**src/rtl/cmgc_map.svh**
```systemverilog
// register offsets, field positions, reset values and timing counts for the gate controller
`ifndef CMGC_MAP_SVH
`define CMGC_MAP_SVH
`define CMGC_OFF_CTRL      5'h00
`define CMGC_OFF_KEYS      5'h04
`define CMGC_OFF_DELAY     5'h08
`define CMGC_OFF_STATUS    5'h0C
`define CMGC_OFF_RESULT    5'h10
`define CMGC_OFF_COUNT_HI  5'h14
`define CMGC_OFF_PHASE     5'h18
`define CMGC_CTRL_MODE_LO  0
`define CMGC_CTRL_MODE_HI  3
`define CMGC_CTRL_SLOPE_A  4
`define CMGC_CTRL_SLOPE_B  5
`define CMGC_CTRL_COMMON   6
`define CMGC_CTRL_DELAY_EN 7
`define CMGC_CTRL_HOLD     8
`define CMGC_CTRL_GPIB     9
`define CMGC_CTRL_RES_LO   12
`define CMGC_CTRL_RES_HI   15
`define CMGC_KEY_HOLD      0
`define CMGC_KEY_RESET     1
`define CMGC_KEY_RECALL    2
`define CMGC_CTRL_RESET    32'h0000_6000
`define CMGC_CLK_HZ        10000000
`define CMGC_DELAY_MIN_US  200
`define CMGC_DELAY_MAX_MS  800
`define CMGC_DELAY_DEF_MS  10
`define CMGC_BLINK_S       2
`define CMGC_REF_HZ        32'h0098_9680
`define CMGC_GATE_BASE_CYC 10000
`define CMGC_DELAY_MIN_CYC ((`CMGC_DELAY_MIN_US * (`CMGC_CLK_HZ / 1000000)))
`define CMGC_DELAY_MAX_CYC ((`CMGC_DELAY_MAX_MS * (`CMGC_CLK_HZ / 1000)))
`define CMGC_DELAY_DEF_CYC ((`CMGC_DELAY_DEF_MS * (`CMGC_CLK_HZ / 1000)))
`define CMGC_BLINK_CYC     ((`CMGC_BLINK_S * `CMGC_CLK_HZ))
`endif

```
**src/rtl/cmgc_pkg.sv**
```systemverilog
// types shared by the gate controller files
package cmgc_pkg;
  typedef enum logic [3:0] {
    cmgc_freq, cmgc_period, cmgc_time_interval, cmgc_gated_totalize,
    cmgc_manual_totalize, cmgc_phase, cmgc_ratio, cmgc_elapsed, cmgc_check
  } cmgc_mode_t;
  typedef struct packed {
    logic        cyc;
    logic        stb;
    logic        we;
    logic [3:0]  sel;
    logic [4:0]  adr;
    logic [31:0] dat;
  } cmgc_wb_req_t;
  typedef struct packed {
    logic        gate;
    logic        hold;
    logic        panel;
    logic        bus_leds;
  } cmgc_ind_t;
endpackage

```
**src/rtl/cmgc_edge.sv**
```systemverilog
// edge detector for one input channel with slope choice
`timescale 1ns/1ns
module cmgc_edge (
  input  wire logic clk,        // 10 MHz timebase
  input  wire logic rst_b,      // async reset, active low
  input  wire logic sig,        // conditioned channel level
  input  wire logic pos_slope,  // 1 selects rising edges
  output logic      sel_edge,   // edge of chosen polarity
  output logic      opp_edge    // edge of opposite polarity
);
  logic last;
  always_ff @(posedge clk or negedge rst_b) begin
    if (!rst_b) begin
      last <= 1'b0;
    end else begin
      last <= sig;
    end
  end
  always_comb begin
    sel_edge = pos_slope ? (sig & ~last) : (~sig & last);
    opp_edge = pos_slope ? (~sig & last) : (sig & ~last);
  end
endmodule // cmgc_edge

```
**src/rtl/cmgc_delay.sv**
```systemverilog
// stop-event holdoff timer
`timescale 1ns/1ns
`include "cmgc_map.svh"
module cmgc_delay (
  input  wire logic        clk,    // 10 MHz timebase
  input  wire logic        rst_b,  // async reset, active low
  input  wire logic        start,  // pulse: start holdoff
  input  wire logic        enable, // holdoff in use
  input  wire logic [23:0] cycles, // holdoff length in cycles
  output logic             armed   // stop event may be taken
);
  logic [23:0] left;
  always_ff @(posedge clk or negedge rst_b) begin
    if (!rst_b) begin
      left <= 24'h0;
    end else if (start) begin
      left <= enable ? cycles : 24'h0;
    end else if (left != 24'h0) begin
      left <= left - 24'h1;
    end
  end
  assign armed = (left == 24'h0);
endmodule // cmgc_delay

```
**src/rtl/cmgc_gate.sv**
```systemverilog
// measurement gate controller for a universal counter, wishbone registers
// What this block does
// - gated totalize counts chosen-slope channel A edges
// - B selected edge opens, opposite B edge closes
// - manual totalize mode lights hold indicator
// - hold key toggles manual count; gate lit
// - manual total accumulates; reset clears after stop
// - elapsed time toggles, accumulates, reset clears after stop
// - gate indicator on exactly during measurement
// - single-shot hold measures once per reset
// - interval A start, B stop; common uses A
// - optional holdoff before stop arming
// - phase reported as positive A lead
// - self-check loads fixed reference value, shows 10 MHz
// - recall in check blinks panel LEDs 2 s
// - holdoff 200 us to 800 ms, default 10 ms
`timescale 1ns/1ns
`include "cmgc_map.svh"
module cmgc_gate (
  input  wire logic                 clk,        // 10 MHz timebase
  input  wire logic                 rst_b,      // async reset, active low
  input  wire cmgc_pkg::cmgc_wb_req_t wb_req,   // wishbone request group
  output logic [31:0]               wb_dat_o,   // wishbone read data
  output logic                      wb_ack_o,   // wishbone acknowledge
  input  wire logic                 chan_a,     // conditioned channel A
  input  wire logic                 chan_b,     // conditioned channel B
  input  wire logic                 key_hold,   // hold key pulse
  input  wire logic                 key_reset,  // reset key pulse
  input  wire logic                 key_recall, // recall key pulse
  output cmgc_pkg::cmgc_ind_t       ind         // panel indicators
);
  logic [31:0] ctrl;
  logic [23:0] delay_cyc;
  logic [31:0] count;
  logic [31:0] result;
  logic [31:0] phase_acc;
  logic [31:0] period_acc;
  logic [31:0] phase_res;
  logic [31:0] gate_cnt;
  logic        gate;
  logic        run;
  logic        pending;
  logic        done_hold;
  logic        led_test;
  logic        blink;
  logic [24:0] blink_cnt;
  logic        a_sel, a_opp, b_sel, b_opp, stop_armed, acc_write;
  logic        hold_p, reset_p, recall_p, stop_ev, open_ev;
  logic [31:0] gate_len;
  cmgc_pkg::cmgc_mode_t mode;

  assign mode = cmgc_pkg::cmgc_mode_t'(ctrl[`CMGC_CTRL_MODE_HI:`CMGC_CTRL_MODE_LO]);
  assign acc_write = wb_req.cyc & wb_req.stb & wb_req.we & ~wb_ack_o;

  cmgc_edge u_edge_a (
    .clk       (clk),
    .rst_b     (rst_b),
    .sig       (chan_a),
    .pos_slope (ctrl[`CMGC_CTRL_SLOPE_A]),
    .sel_edge  (a_sel),
    .opp_edge  (a_opp)
  );
  cmgc_edge u_edge_b (
    .clk       (clk),
    .rst_b     (rst_b),
    .sig       (ctrl[`CMGC_CTRL_COMMON] ? chan_a : chan_b),
    .pos_slope (ctrl[`CMGC_CTRL_SLOPE_B]),
    .sel_edge  (b_sel),
    .opp_edge  (b_opp)
  );
  cmgc_delay u_delay (
    .clk    (clk),
    .rst_b  (rst_b),
    .start  (open_ev),
    .enable (ctrl[`CMGC_CTRL_DELAY_EN]),
    .cycles (delay_cyc),
    .armed  (stop_armed)
  );

  // key pulses from the panel or from the key register
  always_comb begin
    hold_p   = key_hold;
    reset_p  = key_reset;
    recall_p = key_recall;
    if (acc_write && wb_req.adr == `CMGC_OFF_KEYS && wb_req.sel[0]) begin
      hold_p   = hold_p | wb_req.dat[`CMGC_KEY_HOLD];
      reset_p  = reset_p | wb_req.dat[`CMGC_KEY_RESET];
      recall_p = recall_p | wb_req.dat[`CMGC_KEY_RECALL];
    end
  end

  // gate length from resolution digits: 3 and 4 give 1 ms, each step x10
  always_comb begin
    case (ctrl[`CMGC_CTRL_RES_HI:`CMGC_CTRL_RES_LO])
      4'h5:    gate_len = 32'(`CMGC_GATE_BASE_CYC) * 32'hA;
      4'h6:    gate_len = 32'(`CMGC_GATE_BASE_CYC) * 32'h64;
      4'h7:    gate_len = 32'(`CMGC_GATE_BASE_CYC) * 32'h3E8;
      4'h8:    gate_len = 32'(`CMGC_GATE_BASE_CYC) * 32'h2710;
      default: gate_len = 32'(`CMGC_GATE_BASE_CYC);
    endcase
  end

  // open and close events per mode
  always_comb begin
    open_ev = 1'b0;
    stop_ev = 1'b0;
    case (mode)
      cmgc_pkg::cmgc_gated_totalize: begin
        open_ev = pending & b_sel;
        stop_ev = gate & stop_armed & b_opp;
      end
      cmgc_pkg::cmgc_time_interval: begin
        open_ev = pending & a_sel;
        stop_ev = gate & stop_armed & ~open_ev &
                  (ctrl[`CMGC_CTRL_COMMON] ? a_opp : b_sel);
      end
      cmgc_pkg::cmgc_manual_totalize, cmgc_pkg::cmgc_elapsed: begin
        open_ev = ~gate & run;
        stop_ev = gate & ~run;
      end
      cmgc_pkg::cmgc_phase: begin
        open_ev = pending & a_sel;
        stop_ev = gate & b_sel;
      end
      default: begin
        open_ev = pending & a_sel;
        stop_ev = gate & (gate_cnt >= gate_len) & a_sel;
      end
    endcase
  end

  // control register and holdoff store
  always_ff @(posedge clk or negedge rst_b) begin
    if (!rst_b) begin
      ctrl      <= `CMGC_CTRL_RESET;
      delay_cyc <= 24'(`CMGC_DELAY_DEF_CYC);
    end else if (acc_write && wb_req.adr == `CMGC_OFF_CTRL) begin
      for (int i = 0; i < 4; i++) begin
        if (wb_req.sel[i]) ctrl[i*8 +: 8] <= wb_req.dat[i*8 +: 8];
      end
    end else if (acc_write && wb_req.adr == `CMGC_OFF_DELAY) begin
      if (wb_req.dat < 32'(`CMGC_DELAY_MIN_CYC)) begin
        delay_cyc <= 24'(`CMGC_DELAY_MIN_CYC);
      end else if (wb_req.dat > 32'(`CMGC_DELAY_MAX_CYC)) begin
        delay_cyc <= 24'(`CMGC_DELAY_MAX_CYC);
      end else begin
        delay_cyc <= wb_req.dat[23:0];
      end
    end
  end

  // start/stop state for manual modes and single-shot arming
  always_ff @(posedge clk or negedge rst_b) begin
    if (!rst_b) begin
      run       <= 1'b0;
      pending   <= 1'b1;
      done_hold <= 1'b0;
    end else if (mode == cmgc_pkg::cmgc_manual_totalize ||
                 mode == cmgc_pkg::cmgc_elapsed) begin
      pending <= 1'b0;
      if (hold_p) run <= ~run;
    end else begin
      run <= 1'b0;
      // a finishing measurement sets done_hold over a reset press in the same cycle, but the press still re-arms pending
      if (stop_ev) begin
        done_hold <= ctrl[`CMGC_CTRL_HOLD];
        pending   <= ~ctrl[`CMGC_CTRL_HOLD] | reset_p;
      end else if (reset_p) begin
        pending   <= 1'b1;
        done_hold <= 1'b0;
      end else if (open_ev) begin
        pending <= 1'b0;
      end
    end
  end

  // gate and counters
  always_ff @(posedge clk or negedge rst_b) begin
    if (!rst_b) begin
      gate     <= 1'b0;
      gate_cnt <= 32'h0;
      count    <= 32'h0;
    end else begin
      if (open_ev) begin
        gate     <= 1'b1;
        gate_cnt <= 32'h0;
        if (mode != cmgc_pkg::cmgc_manual_totalize && mode != cmgc_pkg::cmgc_elapsed) begin
          count <= 32'h0;
        end
      end else if (stop_ev) begin
        gate <= 1'b0;
      end else if (gate) begin
        gate_cnt <= gate_cnt + 32'h1;
        case (mode)
          cmgc_pkg::cmgc_gated_totalize, cmgc_pkg::cmgc_manual_totalize, cmgc_pkg::cmgc_ratio:
            if (a_sel) count <= count + 32'h1;
          default:
            count <= count + 32'h1;
        endcase
      end else if (reset_p && !run) begin
        count <= 32'h0;
      end
    end
  end

  // phase: A-to-B delay over cycles since the last A edge, always a positive lead
  always_ff @(posedge clk or negedge rst_b) begin
    if (!rst_b) begin
      phase_acc  <= 32'h0;
      period_acc <= 32'h0;
      phase_res  <= 32'h0;
    end else if (mode == cmgc_pkg::cmgc_phase) begin
      period_acc <= a_sel ? 32'h0 : period_acc + 32'h1;
      if (stop_ev) begin
        phase_acc <= count;
        phase_res <= period_acc;
      end
    end
  end

  // result latch; check mode shows the reference
  always_ff @(posedge clk or negedge rst_b) begin
    if (!rst_b) begin
      result <= 32'h0;
    end else if (mode == cmgc_pkg::cmgc_check) begin
      result <= `CMGC_REF_HZ;
    end else if (stop_ev || mode == cmgc_pkg::cmgc_manual_totalize ||
                 mode == cmgc_pkg::cmgc_elapsed) begin
      result <= count;
    end
  end

  // led test blink in check mode
  always_ff @(posedge clk or negedge rst_b) begin
    if (!rst_b) begin
      led_test  <= 1'b0;
      blink     <= 1'b0;
      blink_cnt <= 25'h0;
    end else if (mode != cmgc_pkg::cmgc_check || (reset_p && !recall_p)) begin
      led_test  <= 1'b0;
      blink     <= 1'b0;
      blink_cnt <= 25'h0;
    end else begin
      // leds start lit on recall, then alternate
      if (recall_p && !led_test) begin
        led_test <= 1'b1;
        blink    <= 1'b1;
      end else if (led_test) begin
        if (blink_cnt == 25'(`CMGC_BLINK_CYC - 1)) begin
          blink_cnt <= 25'h0;
          blink     <= ~blink;
        end else begin
          blink_cnt <= blink_cnt + 25'h1;
        end
      end
    end
  end

  always_comb begin
    ind.gate     = gate;
    ind.hold     = ((mode == cmgc_pkg::cmgc_manual_totalize ||
                     mode == cmgc_pkg::cmgc_elapsed) & ~run & ~gate) |
                   (ctrl[`CMGC_CTRL_HOLD] & mode != cmgc_pkg::cmgc_manual_totalize &
                    mode != cmgc_pkg::cmgc_elapsed);
    ind.panel    = led_test & blink;
    ind.bus_leds = led_test & blink & ctrl[`CMGC_CTRL_GPIB];
  end

  // wishbone slave, one wait-free answer the cycle after the request
  always_ff @(posedge clk or negedge rst_b) begin
    if (!rst_b) begin
      wb_ack_o <= 1'b0;
      wb_dat_o <= 32'h0;
    end else begin
      wb_ack_o <= wb_req.cyc & wb_req.stb & ~wb_ack_o;
      case (wb_req.adr)
        `CMGC_OFF_CTRL:     wb_dat_o <= ctrl;
        `CMGC_OFF_DELAY:    wb_dat_o <= {8'h0, delay_cyc};
        `CMGC_OFF_STATUS:   wb_dat_o <= {27'h0, done_hold, led_test, run, pending, gate};
        `CMGC_OFF_RESULT:   wb_dat_o <= result;
        `CMGC_OFF_COUNT_HI: wb_dat_o <= count;
        `CMGC_OFF_PHASE:    wb_dat_o <= phase_res == 32'h0 ? 32'h0 :
                                        (phase_acc * 32'h168) / phase_res;
        default:            wb_dat_o <= 32'h0;
      endcase
    end
  end
endmodule // cmgc_gate

```
**config.mk**
```make
export PLATFORM = sky130hd
export DESIGN_NAME = cmgc_gate
export DESIGN_NICKNAME = d
export VERILOG_FILES = /design/src/rtl/cmgc_pkg.sv /design/src/rtl/cmgc_edge.sv /design/src/rtl/cmgc_delay.sv /design/src/rtl/cmgc_gate.sv
export VERILOG_INCLUDE_DIRS = /design/src /design/src/rtl
export SDC_FILE = /design/constraint.sdc
export NUM_CORES = 2
export LEC_CHECK = 0
export BUFFER_PORTS_ARGS = -buffer_cell sky130_fd_sc_hd__buf_2
export CAP_MARGIN = 5
export CORE_AREA = 2 2 288 290
export CTS_BUF_LIST = sky130_fd_sc_hd__clkbuf_16
export CTS_CLUSTER_DIAMETER = 50
export CTS_CLUSTER_SIZE = 20
export DETAILED_ROUTE_END_ITERATION = 10
export DIE_AREA = 0 0 290 292
export MAX_ROUTING_LAYER = met4
export PLACE_DENSITY = 0.8
export SYNTH_ARGS = -nofsm -noshare
export SYNTH_HDL_FRONTEND = slang
export SYNTH_SLANG_ARGS = --single-unit
```
**constraint.sdc**
```tcl
create_clock -name clk -period 84.8 [get_ports clk]
set_input_delay 8.48 -clock clk [delete_from_list [all_inputs] [get_ports clk]]
set_output_delay 8.48 -clock clk [all_outputs]
set_load 0.02 [all_outputs]
```
==> flow_summary.rst <==
.. list-table::
   :header-rows: 1

   * - Metric
     - Value
   * - Status
     - completed
   * - Antenna violation net count after detailed routing
     - 0
   * - Number of pins exceeding their max-slew limit in the final report
     - 0
   * - Total area of multi-input combinational cells
     - ~38000 um^2
   * - Slowest stage cell, crit path
     - a31o_2
   * - Number of distinct library cells after synthesis
     - 104
   * - Slack of the critical path
     - about 4.2 ns
   * - Share of synthesized area occupied by flip-flops and latches
     - 17.3%
   * - XOR/XNOR Fraction of Synth Area
     - 8.18%
   * - Number of optimization iterations in the first detailed-route pass
     - 9
   * - Detail-routed net length per standard cell
     - between 20 and 25 um
   * - Critical path required time
     - between 80 and 90 ns
   * - Floorplan die area
     - between 80000 and 90000 um^2
   * - Dpl cells
     - 7402
   * - CP peak stage delay
     - approximately 0.61 ns
   * - Post-synthesis compound-gate area fraction
     - roughly a quarter
   * - Post-synth ARST share
     - 100%
   * - Number of antenna violations at the first check in global routing
     - 9
   * - Violation count after the first detailed-routing iteration
     - around 6200
   * - Number of buffers on the longest clock path
     - 3
   * - Count of vias placed by the detailed router
     - a little over 50000
   * - Slack of the worst reg-to-reg path
     - 4.22 ns
   * - Critical R2R Launch
     - phase_acc[0]$_DFFE_PN0P_
   * - EDFF count, synth
     - 0
   * - Mean post-synth cell area
     - 7.62 um^2
   * - Pin count of the biggest net entering global routing
     - about 170
   * - Worst-case headroom to the max-slew limit
     - 28.9%
   * - Post-layout util
     - between 60 and 70%
   * - Core area
     - 81600 um^2
   * - Overall routing resource usage
     - a little over two fifths
   * - DRC
     - 0
   * - Combinational family with the most area after synthesis
     - compound AO/OA/AOI/OAI gates
   * - Final hold violation count
     - 0
   * - Sequential cell area
     - around 8400 um^2
   * - Cell type with the highest aggregate area in the netlist
     - dfrtp_1
   * - Kind of start point of the critical path
     - flip-flop
   * - Detail Placement HPWL
     - ~140000 um
   * - Warnings, synthesis
     - 0
   * - Total Wirelength
     - about 180000 um
   * - Cell at the root of the clock tree
     - clkbuf_16
   * - Final Instance Count excl. Fillers
     - roughly 7500
   * - Fraction of the mapped netlist area in adder cells
     - ~18%
   * - Mapped Cells
     - 6351
   * - Number of CTS-inserted buffers
     - 29
   * - Number of filler instances in the final layout
     - between 7000 and 8000
   * - Count of buffers inserted at the top-level ports
     - between 80 and 90
   * - Cell row count
     - between 100 and 150
   * - Flip-flop cell with the highest count after synthesis
     - dfrtp_1
   * - Via density per instance
     - between 6 and 7
   * - Maximum clock frequency
     - roughly 12 MHz
   * - Nature of the critical path endpoint
     - flip-flop
   * - Worst path most repeated cell
     - ha_1
   * - Worst slew pin tran
     - ~1.1 ns
   * - Final net count
     - about 7000
   * - Insertion delay to the later sink of the worst-skew pair
     - 0.61 ns
   * - Main area contributors after synthesis
     - dfrtp_1, ha_1, nand2_1, a21oi_1, xnor2_1
   * - RR Endpoint
     - wb_dat_o[0]$_DFF_PN0_
   * - Final setup skew
     - 0.0490 ns
   * - CTS Sinks
     - 335
   * - Initial cell density of the core
     - about three fifths
   * - Arrival time at the worst endpoint
     - 81.01 ns
   * - Most frequent cells after synthesis
     - nand2_1, ha_1, nor2_1, a21oi_1, o21ai_0
   * - Classification of the worst setup path
     - reg -> reg
   * - Length in cells of the worst reg-to-reg path
     - approximately 310
   * - Height of the chip
     - 292 um
   * - Top cell type's share of synthesized area
     - around 17%
   * - Most frequently used cell type in the post-synthesis netlist
     - nand2_1
   * - Vias in the first global route
     - roughly 47000
   * - Final weighted congestion in routability-driven placement
     - 1.12
   * - CTS tree
     - done
   * - Num ports
     - 88
   * - Overflow left after global routing
     - 0
   * - Cell area after synthesis
     - 48400 um^2
   * - Global-route wire length before repair
     - 272000 um
   * - Setup Viol. Count Final
     - 0
   * - Horizontal extent of the die
     - around 290 um
   * - Worst Hold Endpoint
     - gate_cnt[31]$_DFFE_PN0P_
   * - Final worst-path cycle share
     - a little over nine tenths
   * - Depth of the CTS H-tree
     - 1
   * - Worst hold path stage count
     - 1
   * - Max FO, Critical Path
     - 38
   * - Number of violations of the max-capacitance limit
     - 0
   * - Flip-flop and latch count after synthesis
     - roughly 340
   * - Hold bufs inserted after CTS
     - 0
   * - Hold_sp
     - gate_cnt[31]$_DFFE_PN0P_
   * - Post-placement setup slack
     - roughly 1.7 ns
   * - Clock-pin transition on the worst setup and hold timing paths
     - 0.08 ns
   * - Proportion of layout cells with a drive suffix above 1
     - 9.36%
   * - Multiplexer share of the synthesized area
     - approximately 4.6%
   * - Post-layout min period
     - about 81 ns
   * - Worst setup path startpoint
     - phase_acc[0]$_DFFE_PN0P_
   * - Class of the tightest hold or removal check
     - reg -> reg
   * - Post-Syn Nets
     - ~7100
   * - Synthesized-area fraction occupied by and/or/nand/nor cells
     - between 20% and 30%
   * - Layout-stage area growth over the synthesis result
     - 6.63%
## cell families (layout without fill, tap and decap cells)
kind of cell | count (synthesis) | in the layout
buf+inv | 540 | 594
compound gates | 1940 | 1942
simple gates | 2227 | 2227
other cells | 0 | 5
fa+ha+maj | 655 | 655
mux | 202 | 202
xor+xnor | 452 | 452
flops | 335 | 335
## cells in the final DEF, fill, tap and decap left out, drive strengths merged, types with 49 or more instances in the layout
master	n
a211oi	52
a21o	195
a21oi	511
a22oi	62
a31oi	89
and3	69
buf	196
dfrtp	326
ha	607
inv	355
mux2	169
nand2	708
nand2b	67
nand3	184
nand4	72
nor2	579
nor2b	60
nor3	187
o211ai	75
o21a	121
o21ai	408
o21bai	49
or2	54
or3	78
xnor2	259
xor2	193
## per-layer routing
layer,vias to the layer above,GRT usage (%),wire length [um]
met2,2897,62.7,76100
met3,556,6.15,19700
met5,-,-,0
met4,0,19.3,10000
li1,23400,-,-
met1,24100,55.3,72900
## state kept, by name, summed over array words and instances, names as in the netlist
| name | cells |
|---|---|
| count | 32 |
| ctrl | 32 |
| gate_cnt | 32 |
| period_acc | 32 |
| phase_res | 32 |
| result | 32 |
| wb_dat_o | 32 |
| phase_acc | 29 |
| blink_cnt | 25 |
| delay_cyc | 24 |
| u_delay.left | 24 |
| blink | 1 |
| done_hold | 1 |
| gate | 1 |
| led_test | 1 |
| pending | 1 |
| run | 1 |
| u_edge_a.last | 1 |
| u_edge_b.last | 1 |
| wb_ack_o | 1 |
## final cells by class
class | instances | share of cell area (%)
Antenna cell | 5 | 0.0242
Inverter | 344 | 2.50
Sequential cell | 335 | 16.3
Tap cell | 1070 | 2.59
Clock buffer | 29 | 1.41
Timing Repair Buffer | 196 | 2.47
Multi-Input combinational cell | 5478 | 74.3
Clock inverter | 25 | 0.497
## metrics by stage
step	TNS, ns	hold WS [ns]	area (um^2)
2_1_floorplan	0	0.438	48400
3_3_place_gp	0	0.470	50300
3_5_place_dp	0	0.467	50300
4_1_cts	0	0.487	51300
5_1_grt	-0.0590	0.514	51600
6_report	0	0.493	51600
## worst max path at each step
stage                                  to  slack (ns)
finish              wb_dat_o[0]$_DFF_PN0_        4.22
global route        wb_dat_o[0]$_DFF_PN0_       -0.06
CTS                 wb_dat_o[0]$_DFF_PN0_        1.46
detailed placement  wb_dat_o[0]$_DFF_PN0_        1.72
global placement    wb_dat_o[0]$_DFF_PN0_        3.13
floorplan           wb_dat_o[0]$_DFF_PN0_       13.45
## worst max-delay path, delay by kind of cell (launching register included)
family	cells	cell delay [ns]
XOR/XNOR	1	0.31
AND/OR/NAND/NOR	90	19.23
AO/OA/AOI/OAI	155	41.04
flip-flops	1	0.52
adder cells (fa/ha/maj)	37	11.82
multiplexers	7	2.42
buffers and inverters	24	4.87
## repair_timing
item / CTS / global route
setup buffers: 0 / 19
resized for setup: 0 / 47
endpoints found under the setup margin: 0 / 3
Power is left out: the tool's default activity adds up to more than one toggle a clock period on the data nets, which glitch-free logic cannot reach.
